[src/fsrc_pkg.sv]
/*
  fsrc_pkg: shared constants for the flash suspend/resume control link.
  Assumes: both ends run on mclk at 25 MHz; link is a plain SPI-style
  serial link (sclk, chip select, one data line each way).
*/
package fsrc_pkg;
  // ----------------------------------------------------------------------
  // instruction codes
  // ----------------------------------------------------------------------
  localparam logic [7:0] FSRC_OP_SUSPEND = 8'h75;
  localparam logic [7:0] FSRC_OP_RESUME = 8'h7A;
  localparam logic [7:0] FSRC_OP_RDSR = 8'h05;
  localparam logic [7:0] FSRC_OP_PROGRAM = 8'h02;
  localparam logic [7:0] FSRC_OP_ERASE = 8'h20;
  localparam logic [7:0] FSRC_OP_READ = 8'h03;
  // ----------------------------------------------------------------------
  // status and capability fields
  // ----------------------------------------------------------------------
  localparam int FSRC_WIP_BIT = 0;
  localparam int FSRC_SUS_BIT = 7;
  localparam logic FSRC_SUSPEND_SUPPORTED = 1'b0;
  // ----------------------------------------------------------------------
  // timing
  // ----------------------------------------------------------------------
  localparam int FSRC_CLK_MHZ = 25;
  localparam int FSRC_SUSPEND_LAT_US = 20;
  localparam int FSRC_RESUME_GAP_US = 128;
  // longest time rounds down
  localparam int FSRC_SUSPEND_LAT_CYC = FSRC_SUSPEND_LAT_US * FSRC_CLK_MHZ;
  // least time rounds up (exact here)
  localparam int FSRC_RESUME_GAP_CYC = FSRC_RESUME_GAP_US * FSRC_CLK_MHZ;
  localparam int FSRC_SUSPEND_WORK_CYC = 200;
  localparam int FSRC_OP_TIME_CYC = 4000;
  localparam int FSRC_SCLK_HALF = 4;
  localparam int FSRC_CNT_W = 16;
  localparam int FSRC_ADDR_W = 24;
  localparam int FSRC_SECTOR_LSB = 12;
  localparam int FSRC_PAGE_LSB = 8;
endpackage : fsrc_pkg

[src/fsrc_link_if.sv]
/*
  fsrc_link_if: serial link between host controller and flash device.
  Assumes: testbench instantiates it and ties both modports to the ends.
*/
`timescale 1ns/1ns
interface fsrc_link_if;
  logic sclk;
  logic cs_n;
  logic mosi;
  logic miso;
  logic miso_oe;
  modport host (output sclk, output cs_n, output mosi, input miso);
  modport device (input sclk, input cs_n, input mosi, output miso, output miso_oe);
endinterface : fsrc_link_if

[src/fsrc_device.sv]
/*
  fsrc_device: flash device end; decodes serial instructions and runs a
  modelled erase/program sequencer with suspend and resume.
  Assumes: link pins are asynchronous to mclk and are synchronised here.
*/
`timescale 1ns/1ns
module fsrc_device
  import fsrc_pkg::*;
(
  input wire logic mclk,
  input wire logic reset_n,
  input wire logic clk_en,
  fsrc_link_if.device link,
  output logic busy,
  output logic suspended,
  output logic suspend_supported,
  output logic [FSRC_ADDR_W-1:0] op_addr
);
  typedef enum logic [2:0] {FSRC_D_IDLE, FSRC_D_RUN, FSRC_D_SUSPENDING, FSRC_D_SUSP}
    fsrc_dstate_t;

  // ----------------------------------------------------------------------
  // pin synchronisers
  // ----------------------------------------------------------------------
  logic [1:0] sclk_s_ff, cs_s_ff, mosi_s_ff;
  logic sclk_d_ff;
  // two stages per pin, then one more on sclk for edge finding
  always_ff @(posedge mclk or negedge reset_n) begin
    if (!reset_n) begin
      sclk_s_ff <= 2'h0;
      cs_s_ff <= 2'h3;
      mosi_s_ff <= 2'h0;
      sclk_d_ff <= 1'b0;
    end else if (clk_en) begin
      sclk_s_ff <= {sclk_s_ff[0], link.sclk};
      cs_s_ff <= {cs_s_ff[0], link.cs_n};
      mosi_s_ff <= {mosi_s_ff[0], link.mosi};
      sclk_d_ff <= sclk_s_ff[1];
    end
  end
  wire sclk_rise = sclk_s_ff[1] & ~sclk_d_ff;
  wire sclk_fall = ~sclk_s_ff[1] & sclk_d_ff;
  wire cs_act = ~cs_s_ff[1];

  // ----------------------------------------------------------------------
  // frame shifter: opcode then 24-bit address
  // ----------------------------------------------------------------------
  logic [5:0] bit_cnt_ff;
  logic [31:0] shift_ff;
  logic [7:0] opcode_ff;
  wire op_done = cs_act & sclk_rise & (bit_cnt_ff == 6'h07);
  wire addr_done = cs_act & sclk_rise & (bit_cnt_ff == 6'h1F);
  wire [7:0] op_now = {shift_ff[6:0], mosi_s_ff[1]};
  // count saturates so an over-long frame cannot wrap into a new opcode
  always_ff @(posedge mclk or negedge reset_n) begin
    if (!reset_n) begin
      bit_cnt_ff <= 6'h00;
      shift_ff <= 32'h0;
      opcode_ff <= 8'h00;
    end else if (clk_en) begin
      if (!cs_act) begin
        bit_cnt_ff <= 6'h00;
      end else if (sclk_rise) begin
        shift_ff <= {shift_ff[30:0], mosi_s_ff[1]};
        if (bit_cnt_ff != 6'h3F) bit_cnt_ff <= bit_cnt_ff + 6'h01;
        if (op_done) opcode_ff <= op_now;
      end
    end
  end
  wire [FSRC_ADDR_W-1:0] addr_now = {shift_ff[22:0], mosi_s_ff[1]};

  // ----------------------------------------------------------------------
  // instruction decode
  // ----------------------------------------------------------------------
  // one opcode match, shared by every single-byte instruction
  function automatic logic op_hit(input logic done, input logic [7:0] seen, input logic [7:0] code);
    op_hit = done & (seen == code);
  endfunction : op_hit
  // 03h is not decoded: this model keeps no array to read
  wire cmd_suspend = op_hit(op_done, op_now, FSRC_OP_SUSPEND);
  wire cmd_resume = op_hit(op_done, op_now, FSRC_OP_RESUME);
  wire cmd_rdsr = op_hit(op_done, op_now, FSRC_OP_RDSR);

  // ----------------------------------------------------------------------
  // sequencer
  // ----------------------------------------------------------------------
  fsrc_dstate_t state_ff;
  logic is_erase_ff;
  logic [FSRC_CNT_W-1:0] work_ff, lat_ff;
  wire start_prog = addr_done & (opcode_ff == FSRC_OP_PROGRAM);
  wire start_erase = addr_done & (opcode_ff == FSRC_OP_ERASE);
  // nested operations refused while suspended; the host still sends a program outside a suspended erase's sector, or an erase outside a suspended program's sector
  wire start_ok = (state_ff == FSRC_D_IDLE);
  // state decodes read by status, flags and counters alike
  wire in_susp = (state_ff == FSRC_D_SUSP);
  wire run_end = (work_ff == '0);
  wire lat_end = (lat_ff == '0);
  wire start_any = (start_prog | start_erase) & start_ok;
  // work count is kept across a suspend so a resume continues, not restarts
  always_ff @(posedge mclk or negedge reset_n) begin
    if (!reset_n) begin
      state_ff <= FSRC_D_IDLE;
      is_erase_ff <= 1'b0;
      work_ff <= '0;
      lat_ff <= '0;
      op_addr <= '0;
    end else if (clk_en) begin
      case (state_ff)
        FSRC_D_IDLE: begin
          if (start_any) begin
            state_ff <= FSRC_D_RUN;
            is_erase_ff <= start_erase;
            op_addr <= addr_now;
            work_ff <= FSRC_CNT_W'(FSRC_OP_TIME_CYC);
          end
        end
        FSRC_D_RUN: begin
          if (cmd_suspend) begin
            state_ff <= FSRC_D_SUSPENDING;
            lat_ff <= FSRC_CNT_W'(FSRC_SUSPEND_WORK_CYC);
          end else if (run_end) begin
            state_ff <= FSRC_D_IDLE;
          end else begin
            work_ff <= work_ff - 1'b1;
          end
        end
        // wind-down is well under the 20 us ceiling
        FSRC_D_SUSPENDING: begin
          if (lat_end) state_ff <= FSRC_D_SUSP;
          else lat_ff <= lat_ff - 1'b1;
        end
        FSRC_D_SUSP: begin
          if (cmd_resume) state_ff <= FSRC_D_RUN;
        end
        default: state_ff <= FSRC_D_IDLE;
      endcase
      // suspend in idle or resume when not suspended falls through
    end
  end

  // ----------------------------------------------------------------------
  // status readback: bit 0 busy, bit 7 suspended
  // ----------------------------------------------------------------------
  logic rdsr_ff;
  logic [7:0] sr_shift_ff;
  logic miso_ff, miso_oe_ff;
  wire busy_now = (state_ff == FSRC_D_RUN) | (state_ff == FSRC_D_SUSPENDING);
  wire [7:0] status_now = {in_susp, 6'h00, busy_now};
  // bit 0 leaves on the last fall of a byte; a fresh status is loaded then and when the RDSR opcode is decoded
  wire byte_end = (bit_cnt_ff[2:0] == 3'h7);
  wire [7:0] nxt_sr_shift = byte_end ? status_now : {sr_shift_ff[6:0], 1'b0};
  // miso moves on falls so it is settled long before the host samples it
  always_ff @(posedge mclk or negedge reset_n) begin
    if (!reset_n) begin
      rdsr_ff <= 1'b0;
      sr_shift_ff <= 8'h00;
      miso_ff <= 1'b0;
      miso_oe_ff <= 1'b0;
    end else if (clk_en) begin
      if (!cs_act) begin
        rdsr_ff <= 1'b0;
        miso_oe_ff <= 1'b0;
      end else if (cmd_rdsr) begin
        rdsr_ff <= 1'b1;
        sr_shift_ff <= status_now;
      end else if (rdsr_ff & sclk_fall) begin
        // msb first; status repeats every byte while selected
        miso_ff <= sr_shift_ff[7];
        miso_oe_ff <= 1'b1;
        sr_shift_ff <= nxt_sr_shift;
      end
    end
  end
  assign link.miso = miso_ff;
  assign link.miso_oe = miso_oe_ff;

  // ----------------------------------------------------------------------
  // user-side flags
  // ----------------------------------------------------------------------
  // registered so every output of this end comes from a flip-flop
  always_ff @(posedge mclk or negedge reset_n) begin
    if (!reset_n) begin
      busy <= 1'b0;
      suspended <= 1'b0;
      suspend_supported <= 1'b1;
    end else if (clk_en) begin
      busy <= busy_now;
      suspended <= in_susp;
      suspend_supported <= FSRC_SUSPEND_SUPPORTED;
    end
  end
endmodule : fsrc_device

[src/flat_wrapper.sv]
// flat-port wrapper written by rule: the top's interface ports become plain ports
module fsrc_device_flat import fsrc_pkg::*;
  (mclk, reset_n, clk_en, busy, suspended, suspend_supported, op_addr, link_sclk, link_cs_n, link_mosi, link_miso, link_miso_oe);
  fsrc_link_if link_i ();
  input wire logic mclk;
  input wire logic reset_n;
  input wire logic clk_en;
  output logic busy;
  output logic suspended;
  output logic suspend_supported;
  output logic [FSRC_ADDR_W-1:0] op_addr;
  input wire logic [$bits(link_i.sclk)-1:0] link_sclk;
  input wire logic [$bits(link_i.cs_n)-1:0] link_cs_n;
  input wire logic [$bits(link_i.mosi)-1:0] link_mosi;
  output wire logic [$bits(link_i.miso)-1:0] link_miso;
  output wire logic [$bits(link_i.miso_oe)-1:0] link_miso_oe;
  assign link_i.sclk = link_sclk;
  assign link_i.cs_n = link_cs_n;
  assign link_i.mosi = link_mosi;
  assign link_miso = link_i.miso;
  assign link_miso_oe = link_i.miso_oe;
  fsrc_device u_core (.mclk(mclk), .reset_n(reset_n), .clk_en(clk_en), .link(link_i), .busy(busy), .suspended(suspended), .suspend_supported(suspend_supported), .op_addr(op_addr));
endmodule
[config.mk]
export PLATFORM = sky130hd
export DESIGN_NAME = fsrc_device_flat
export DESIGN_NICKNAME = d
export VERILOG_FILES = /design/src/fsrc_pkg.sv /design/src/fsrc_link_if.sv /design/src/fsrc_device.sv /design/src/flat_wrapper.sv
export SDC_FILE = /design/constraint.sdc
export NUM_CORES = 1
export LEC_CHECK = 0
export ABC_AREA = 1
export BUFFER_PORTS_ARGS = -buffer_cell sky130_fd_sc_hd__clkbuf_2
export CORE_MARGIN = 2
export CORE_UTILIZATION = 30
export CTS_BUF_LIST = sky130_fd_sc_hd__clkbuf_8
export CTS_CLUSTER_DIAMETER = 50
export DETAILED_ROUTE_END_ITERATION = 7
export GPL_TIMING_DRIVEN = 0
export SKIP_LAST_GASP = 1
export SYNTH_ARGS = -nofsm -noshare
export SYNTH_HDL_FRONTEND = slang
export SYNTH_SLANG_ARGS = --single-unit
export TNS_END_PERCENT = 5
[constraint.sdc]
create_clock -name mclk -period 4.55 [get_ports mclk]
set_input_delay 0.6825 -clock mclk [delete_from_list [all_inputs] [get_ports mclk]]
set_output_delay 0.6825 -clock mclk [all_outputs]
set_load 0.05 [all_outputs]
==> results of run 1 <==
[per-stage QoR]
| step | worst slack [ns] | cells | total power [uW] |
|---|---|---|---|
| 2_1_floorplan | 2.88 | 739 | 1250 |
| 3_3_place_gp | 0.963 | 1038 | 1310 |
| 3_5_place_dp | 2.29 | 1039 | 1320 |
| 4_1_cts | 2.56 | 1071 | 2300 |
| 5_1_grt | 2.46 | 1071 | 2370 |
| 6_report | 2.61 | 1071 | 2270 |
[metal layers]
layer	routed length, um	vias up	GRT usage, %
met2	5710	66	20.7
li1	-	2461	-
met4	227	0	5.73
met1	6000	2205	16.9
met3	389	19	3.40
met5	0	-	0
[worst reg2reg max path, cell delays in order, from the launching register on]
cell	delay (ns)
dfrtp_1	0.41
ha_1	0.23
nand3_1	0.13
nor2_2	0.20
nand3_2	0.16
nand3b_4	0.21
clkbuf_1	0.27
o21ai_1	0.21
[worst paths after layout]
| path | start | endpoint | slack (ns) | cells after the start |
|---|---|---|---|---|
| max in group asynchronous | reset_n | u_core.suspend_supported$_DFFE_PN1P_ | 3.70 | 2 |
| worst max register to register | u_core.bit_cnt_ff[0]$_DFFE_PN0P_ | u_core.op_addr[23]$_DFFE_PN0P_ | 2.65 | 7 |
| worst max-delay path | u_core.suspend_supported$_DFFE_PN1P_ | suspend_supported | 2.61 | 1 |
| min in group mclk | link_cs_n | u_core.cs_s_ff[0]$_DFFE_PN1P_ | 0.39 | 3 |
| worst min register to register | u_core.suspend_supported$_DFFE_PN1P_ | u_core.suspend_supported$_DFFE_PN1P_ | 0.45 | 2 |
| worst min-delay path | reset_n | u_core.work_ff[11]$_DFFE_PN0P_ | 0.15 | 1 |
[Yosys cell counts, drive strengths merged]
| library cell | n | area (um2) |
|---|---|---|
| dfstp | 3 | 78.8 |
| a21oi | 6 | 41.3 |
| nand3 | 68 | 350 |
| a31oi | 1 | 6.26 |
| dfrtp | 113 | 2830 |
| mux2 | 1 | 11.3 |
| buf | 11 | 91.3 |
| clkinv | 1 | 3.75 |
| a21o | 3 | 22.5 |
| nand2 | 241 | 912 |
| nor3 | 2 | 10.0 |
| ha | 11 | 138 |
| o21a | 2 | 15.0 |
| nor3b | 1 | 7.51 |
| xnor2 | 4 | 35.0 |
| nor2 | 87 | 354 |
| clkbuf | 9 | 33.8 |
| inv | 71 | 267 |
| a21boi | 1 | 18.8 |
| nand3b | 4 | 42.5 |
| o21ai | 83 | 449 |
| nand4 | 7 | 73.8 |
| o211ai | 1 | 7.51 |
| xor2 | 4 | 35.0 |
| or2 | 4 | 25.0 |
[cells by family (layout without fill, tap and decap cells)]
family          after synthesis  after routing  synth area share [%]
buf+inv                      92            159                  6.75
xor+xnor                      8              8                  1.20
simple gates                414            414                  30.3
mux                           1              1                 0.192
compound gates               97             97                  9.57
flops                       116            116                  49.6
fa+ha+maj                    11             11                  2.35
[layout make-up]
class / instances / area, um2 / area share (%)
clock inverter: 15 / 168 / 2.47
clock buffer: 17 / 234 / 3.44
multi-input combinational: 531 / 2550 / 37.6
tap: 265 / 332 / 4.88
buffer: 20 / 125 / 1.84
inverter: 72 / 270 / 3.98
sequential: 116 / 2910 / 42.8
timing repair buffer: 35 / 206 / 3.04
[flip-flops by register name, indices dropped and copies added, names as in the netlist, 2 cells and up]
| signal | cells |
|---|---|
| u_core.opcode_ff | 8 |
| u_core.work_ff | 16 |
| u_core.op_addr | 24 |
| u_core.cs_s_ff | 2 |
| u_core.mosi_s_ff | 2 |
| u_core.bit_cnt_ff | 6 |
| u_core.lat_ff | 16 |
| u_core.shift_ff | 23 |
| u_core.state_ff | 2 |
| u_core.sclk_s_ff | 2 |
| u_core.sr_shift_ff | 8 |
[power breakdown]
group	internal, uW	total [uW]	leakage, uW	switching (uW)
Combinational	52.7	180	0.00166	127
Clock	536	969	0.000213	433
Sequential	1080	1120	0.00159	40.7
Total	1670	2270	0.00346	601
==> impl_metrics.env, run 1 <==
export IMPL_layout_common_cells="nand2_1 (238), dfrtp_1 (113), nor2_1 (82)"
export IMPL_synth_distinct_cells=37
export IMPL_cp_required_ns=3.87
export IMPL_holdWs_ns=0.148
export IMPL_fin_util_pct=35.2
export IMPL_yosysSeqAreaShare_pct=49.6
export IMPL_rsz0062_at_grt="false"
export IMPL_synth_warnings=0
export IMPL_first_global_vias=4563
export IMPL_wl_per_cell_um=11.5
export IMPL_nets=810
export IMPL_layout_min_cycle_time_ns=1.94
export IMPL_initial_core_util_pct=30.3
export IMPL_start_kind="flop"
export IMPL_final_common_cell="nand2_1"
export IMPL_max_slew_margin_pct=66.7
export IMPL_io_buffers=34
export IMPL_fmax_mhz=515
export IMPL_drt_first_pass_iters=7
export IMPL_critical_path_class="flop to primary output"
export IMPL_syn_mean_instance_area_um2=7.93
export IMPL_drcViolationCount=0
export IMPL_synth_nets=756
export IMPL_power_density_nw_per_um2=334
export IMPL_cp_num_buf_inv=1
export IMPL_cts_sinks=116
export IMPL_timing_setup_tns_ns=0
export IMPL_die_h_um=144
export IMPL_antenna_cells=0
export IMPL_grt_pass1_wl_um=21400
export IMPL_gr_usage_all_layers_pct=13.1
export IMPL_cp_arrival_ns=1.26
export IMPL_grt_max_degree=78
export IMPL_hold_path_class="input port to asynchronous set/reset pin"
export IMPL_clk_pin_slew_ns=0.07
export IMPL_cts_hold_buf=0
export IMPL_leakage_uw=0.00346
export IMPL_placed_area_um2=6390
export IMPL_crit_chain="clkbuf_2"
export IMPL_die_w_um=144
export IMPL_final_antenna_net_count=0
export IMPL_cts_resized=0
export IMPL_fin_crit_sh_pct=42.7
export IMPL_max_vdd_ir_drop_v=0.000164
export IMPL_cap_violations=0
export IMPL_setup_viol=0
export IMPL_fin_skew_ns=0.0104
export IMPL_antenna_found_initial=0
export IMPL_wirelength_um=12300
export IMPL_crit_family="flip-flops"
export IMPL_area_delta_synth_final_pct=16.0
export IMPL_slowest_delay_ns=0.54
export IMPL_postSynthRegisterBits=116
export IMPL_num_vias=4751
export IMPL_post_dp_hpwl_um=8730
export IMPL_crit_fanout=2
export IMPL_clockBufferDepth=2
export IMPL_cts_root_buf="clkbuf_8"
export IMPL_worst_pin_slew_ns=0.499
export IMPL_syn_cell_area_um2=5860
export IMPL_grt_overflow=0
export IMPL_cts_buffers=17
export IMPL_cts_setup_buffers=0
export IMPL_core_um2=19300
export IMPL_gp_congestion=0.848
export IMPL_slew_viol_final=0
export IMPL_cts_tree="done"
export IMPL_via_per_inst=4.44
export IMPL_synthCells=739
export IMPL_ios=35
export IMPL_placementRows=51
export IMPL_worstSkewPairLatency_ns=0.46
export IMPL_drive_above_1_share_pct=13.6
export IMPL_final_hold_viol_count=0
export IMPL_cp_end_kind="primary output"
export IMPL_final_area_um2=6800
export IMPL_crit_path_top_delay_cell="dfstp_2"
export IMPL_fill_cells=2033
export IMPL_htreeDepth=4
export IMPL_status="complete, no violations"
export IMPL_fp_dieArea_um2=20700
export IMPL_drt_initial_drc_count=266
Power figures use the tool's default switching activity.
==> inputs of run 2 (changes only) <==
--- a/config.mk
+++ b/config.mk
@@ -5,7 +5,7 @@
 export SDC_FILE = /design/constraint.sdc
 export NUM_CORES = 1
 export LEC_CHECK = 0
-export ABC_AREA = 1
+export ABC_AREA = 0
 export BUFFER_PORTS_ARGS = -buffer_cell sky130_fd_sc_hd__clkbuf_2
 export CORE_MARGIN = 2
 export CORE_UTILIZATION = 30
==> constraint.sdc (replaced) <==
create_clock -name mclk -period 1.85 [get_ports mclk]
set_input_delay 0.2775 -clock mclk [delete_from_list [all_inputs] [get_ports mclk]]
set_output_delay 0.2775 -clock mclk [all_outputs]
set_load 0.05 [all_outputs]
==> impl_metrics.env, run 2 <==
export IMPL_cp_arrival_ns=2.75
export IMPL_start_kind="flop"
export IMPL_worstSkewPairLatency_ns=0.45
export IMPL_cp_required_ns=2.23
export IMPL_ff2ff_path_depth=6
export IMPL_final_common_cell="dfrtp_1"
export IMPL_synth_edf_count=0
export IMPL_yosysSeqAreaShare_pct=52.2
export IMPL_core_um2=18100
export IMPL_clk_pin_slew_ns=0.08
export IMPL_placementRows=49
export IMPL_drcViolationCount=0
export IMPL_largest_reg_flops=24
export IMPL_gr_usage_all_layers_pct=12.4
export IMPL_cp_end_kind="flop"
export IMPL_drt_first_pass_iters=6
export IMPL_fp_dieArea_um2=19600
export IMPL_antenna_cells=0
export IMPL_io_buffers=34
export IMPL_synth_largest_area_cell="dfrtp_1"
export IMPL_synth_most_common_cell="dfrtp_1"
export IMPL_worstHoldEndpoint="u_core.mosi_s_ff[0]$_DFFE_PN0P_"
export IMPL_seqCellArea_um2=2910
export IMPL_multi_input_area_um2=2730
export IMPL_nets=585
export IMPL_ios=35
export IMPL_m1WireLength_um=5450
export IMPL_htreeDepth=4
export IMPL_synthTopCellsByCount="dfrtp_1 (113), mux2_2 (65), nand2_1 (37)"
export IMPL_wirelength_um=12100
export IMPL_grt_pass1_wl_um=20000
export IMPL_clockBufferDepth=2
export IMPL_cp_num_buf_inv=1
export IMPL_drt_initial_drc_count=155
export IMPL_fmax_mhz=422
export IMPL_critical_path_class="flop to flop"
export IMPL_max_slew_margin_pct=39.9
export IMPL_cts_tree="done"
export IMPL_reg_top3="u_core.op_addr: 24 flops, u_core.shift_ff: 23 flops"
export IMPL_antenna_found_initial=0
export IMPL_status="finished, violations left"
export IMPL_grt_overflow=0
export IMPL_largest_register="u_core.op_addr"
export IMPL_synth_async_reset_ratio_pct=100
export IMPL_synth_distinct_cells=56
export IMPL_holdWs_ns=0.0644
export IMPL_wl_per_cell_um=14.9
export IMPL_slew_viol_final=0
export IMPL_drive_above_1_share_pct=36.5
export IMPL_hold_path_class="input port to flop"
export IMPL_max_vdd_ir_drop_v=0.000628
export IMPL_fin_skew_ns=0.00851
export IMPL_hp_start="link_mosi"
export IMPL_slowest_delay_ns=0.61
export IMPL_first_global_vias=4155
export IMPL_fin_ws_ns=-0.521
export IMPL_r2r_end="u_core.lat_ff[15]$_DFFE_PN0P_"
export IMPL_rsz0062_at_grt="true"
export IMPL_timing_setup_tns_ns=-33.07
export IMPL_layout_min_cycle_time_ns=2.37
export IMPL_cap_violations=0
export IMPL_r2r_start="u_core.sclk_d_ff$_DFFE_PN0P_"
export IMPL_post_dp_hpwl_um=7960
export IMPL_hold_depth=2
export IMPL_yosys_most_used_dff="dfrtp_1"
export IMPL_synth_warnings=0
export IMPL_postSynthRegisterBits=116
export IMPL_final_hold_viol_count=0
export IMPL_top_layer_used="met4"
export IMPL_power_density_nw_per_um2=859
export IMPL_wl_met2_um=5990
export IMPL_place_inst=756
export IMPL_final_antenna_net_count=0
export IMPL_cts_sinks=116
export IMPL_crit_fanout=8
export IMPL_layoutNonFillerInstCount=810
export IMPL_power_uw=5930
export IMPL_die_w_um=140
export IMPL_area_delta_synth_final_pct=24.2
export IMPL_violations="negative setup slack"
export IMPL_die_h_um=140
export IMPL_cts_root_buf="clkbuf_8"
export IMPL_worst_pin_slew_ns=0.901
export IMPL_synthCells=493
export IMPL_synth_nets=510
export IMPL_syn_cell_area_um2=5560
export IMPL_synth_area_top_cells="dfrtp_1 (51%), mux2_2 (13%), o21ai_0 (2.8%)"
export IMPL_syn_mean_instance_area_um2=11.3
export IMPL_crit_path_top_delay_cell="or4b_4"
export IMPL_grt_max_degree=117
export IMPL_setup_viol=97
export IMPL_initial_core_util_pct=30.8
export IMPL_gp_congestion=0.879
export IMPL_crit_chain="or4b_4 -> o41ai_4 -> buf_6 -> nand3_4 -> or4_4 -> a21oi_2"
export IMPL_fin_crit_sh_pct=128
export IMPL_num_vias=4160
export IMPL_synth_top_cell_area_share_pct=50.8
export IMPL_rrSetupSlack_ns=-0.52
export IMPL_wl_met3_um=433
export IMPL_layout_common_cells="dfrtp_1 (110), mux2_2 (65), clkbuf_2 (37)"
export IMPL_via_per_inst=5.14
export IMPL_fill_cells=1725
export IMPL_cts_buffers=17
export IMPL_crit_family="simple AND/OR/NAND/NOR gates"
export IMPL_leakage_uw=0.00315
export IMPL_fin_util_pct=38.2
[run 2: cell types whose count changed in the layout (fill, tap and decap cells not counted), moves of 28 or more]
cell / delta
inv_1: -59
mux2_2: +64
nand2_1: -205
nand3_1: -58
nor2_1: -61
o21ai_0: -28
[run 2: cell families (layout without fill, tap and decap cells)]
kind of cell	after synthesis	after routing	synth area share, %
compound gates	93	93	11.0
xor+xnor	2	2	0.315
fa+ha+maj	11	11	2.47
buf+inv	34	122	2.38
flops	116	116	52.2
mux	72	72	14.4
simple gates	165	165	17.1
[run 2: final cells by class]
type	instances	share of cell area, %
Sequential cell	116	42.1
Multi-Input combinational cell	343	39.5
Buffer	18	1.54
Clock inverter	14	2.93
Tap cell	229	4.15
Inverter	12	0.652
Clock buffer	18	3.59
Timing Repair Buffer	60	5.49
[run 2: worst max-delay path by stage]
stage / from / end / slack, ns / depth (start not counted)
2_1_floorplan: u_core.bit_cnt_ff[0]$_DFFE_PN0P_ / u_core.lat_ff[15]$_DFFE_PN0P_ / -0.57 / 6
3_3_place_gp: reset_n / u_core.lat_ff[9]$_DFFE_PN0P_ / -1.13 / 1
3_5_place_dp: u_core.cs_s_ff[1]$_DFFE_PN1P_ / u_core.lat_ff[14]$_DFFE_PN0P_ / -0.90 / 8
4_1_cts: u_core.cs_s_ff[1]$_DFFE_PN1P_ / u_core.lat_ff[11]$_DFFE_PN0P_ / -0.51 / 7
5_1_grt: u_core.sclk_d_ff$_DFFE_PN0P_ / u_core.lat_ff[15]$_DFFE_PN0P_ / -0.58 / 6
6_report: u_core.sclk_d_ff$_DFFE_PN0P_ / u_core.lat_ff[15]$_DFFE_PN0P_ / -0.52 / 6
[run 2: through the flow]
step / cell area (um2) / setup WS (ns)
floorplan: 5590 / -0.567
global placement: 6050 / -1.13
detailed placement: 6060 / -0.898
CTS: 6680 / -0.509
global route: 6910 / -0.584
finish: 6910 / -0.521
[run 2: power breakdown]
part	switching (uW)	internal [uW]
Combinational	244	269
Clock	1130	1520
Sequential	121	2650
[run 2: routing by layer]
layer / up-vias / global-route usage, %
met4: 0 / 5.21
met1: 2086 / 15.4
met3: 20 / 3.59
met5: - / 0
met2: 68 / 20.5
li1: 1986 / -
[run 2: repair_timing]
action | CTS | global route
endpoints found under the hold margin | 87 | 0
resized for setup | 30 | 37
gates cloned | 1 | 1
setup buffers | 7 | 16
pin swaps | 3 | 8
hold buffers | 1 | 0
setup endpoints to repair | 94 | 98
[run 2: worst register-to-register path, delay by kind of cell, from the launching register on]
| family | cells | cell delay, ns |
|---|---|---|
| and+or+nand+nor | 3 | 1.20 |
| AOI/OAI and AO/OA | 2 | 0.51 |
| DFF | 1 | 0.39 |
| buffers and inverters | 1 | 0.20 |
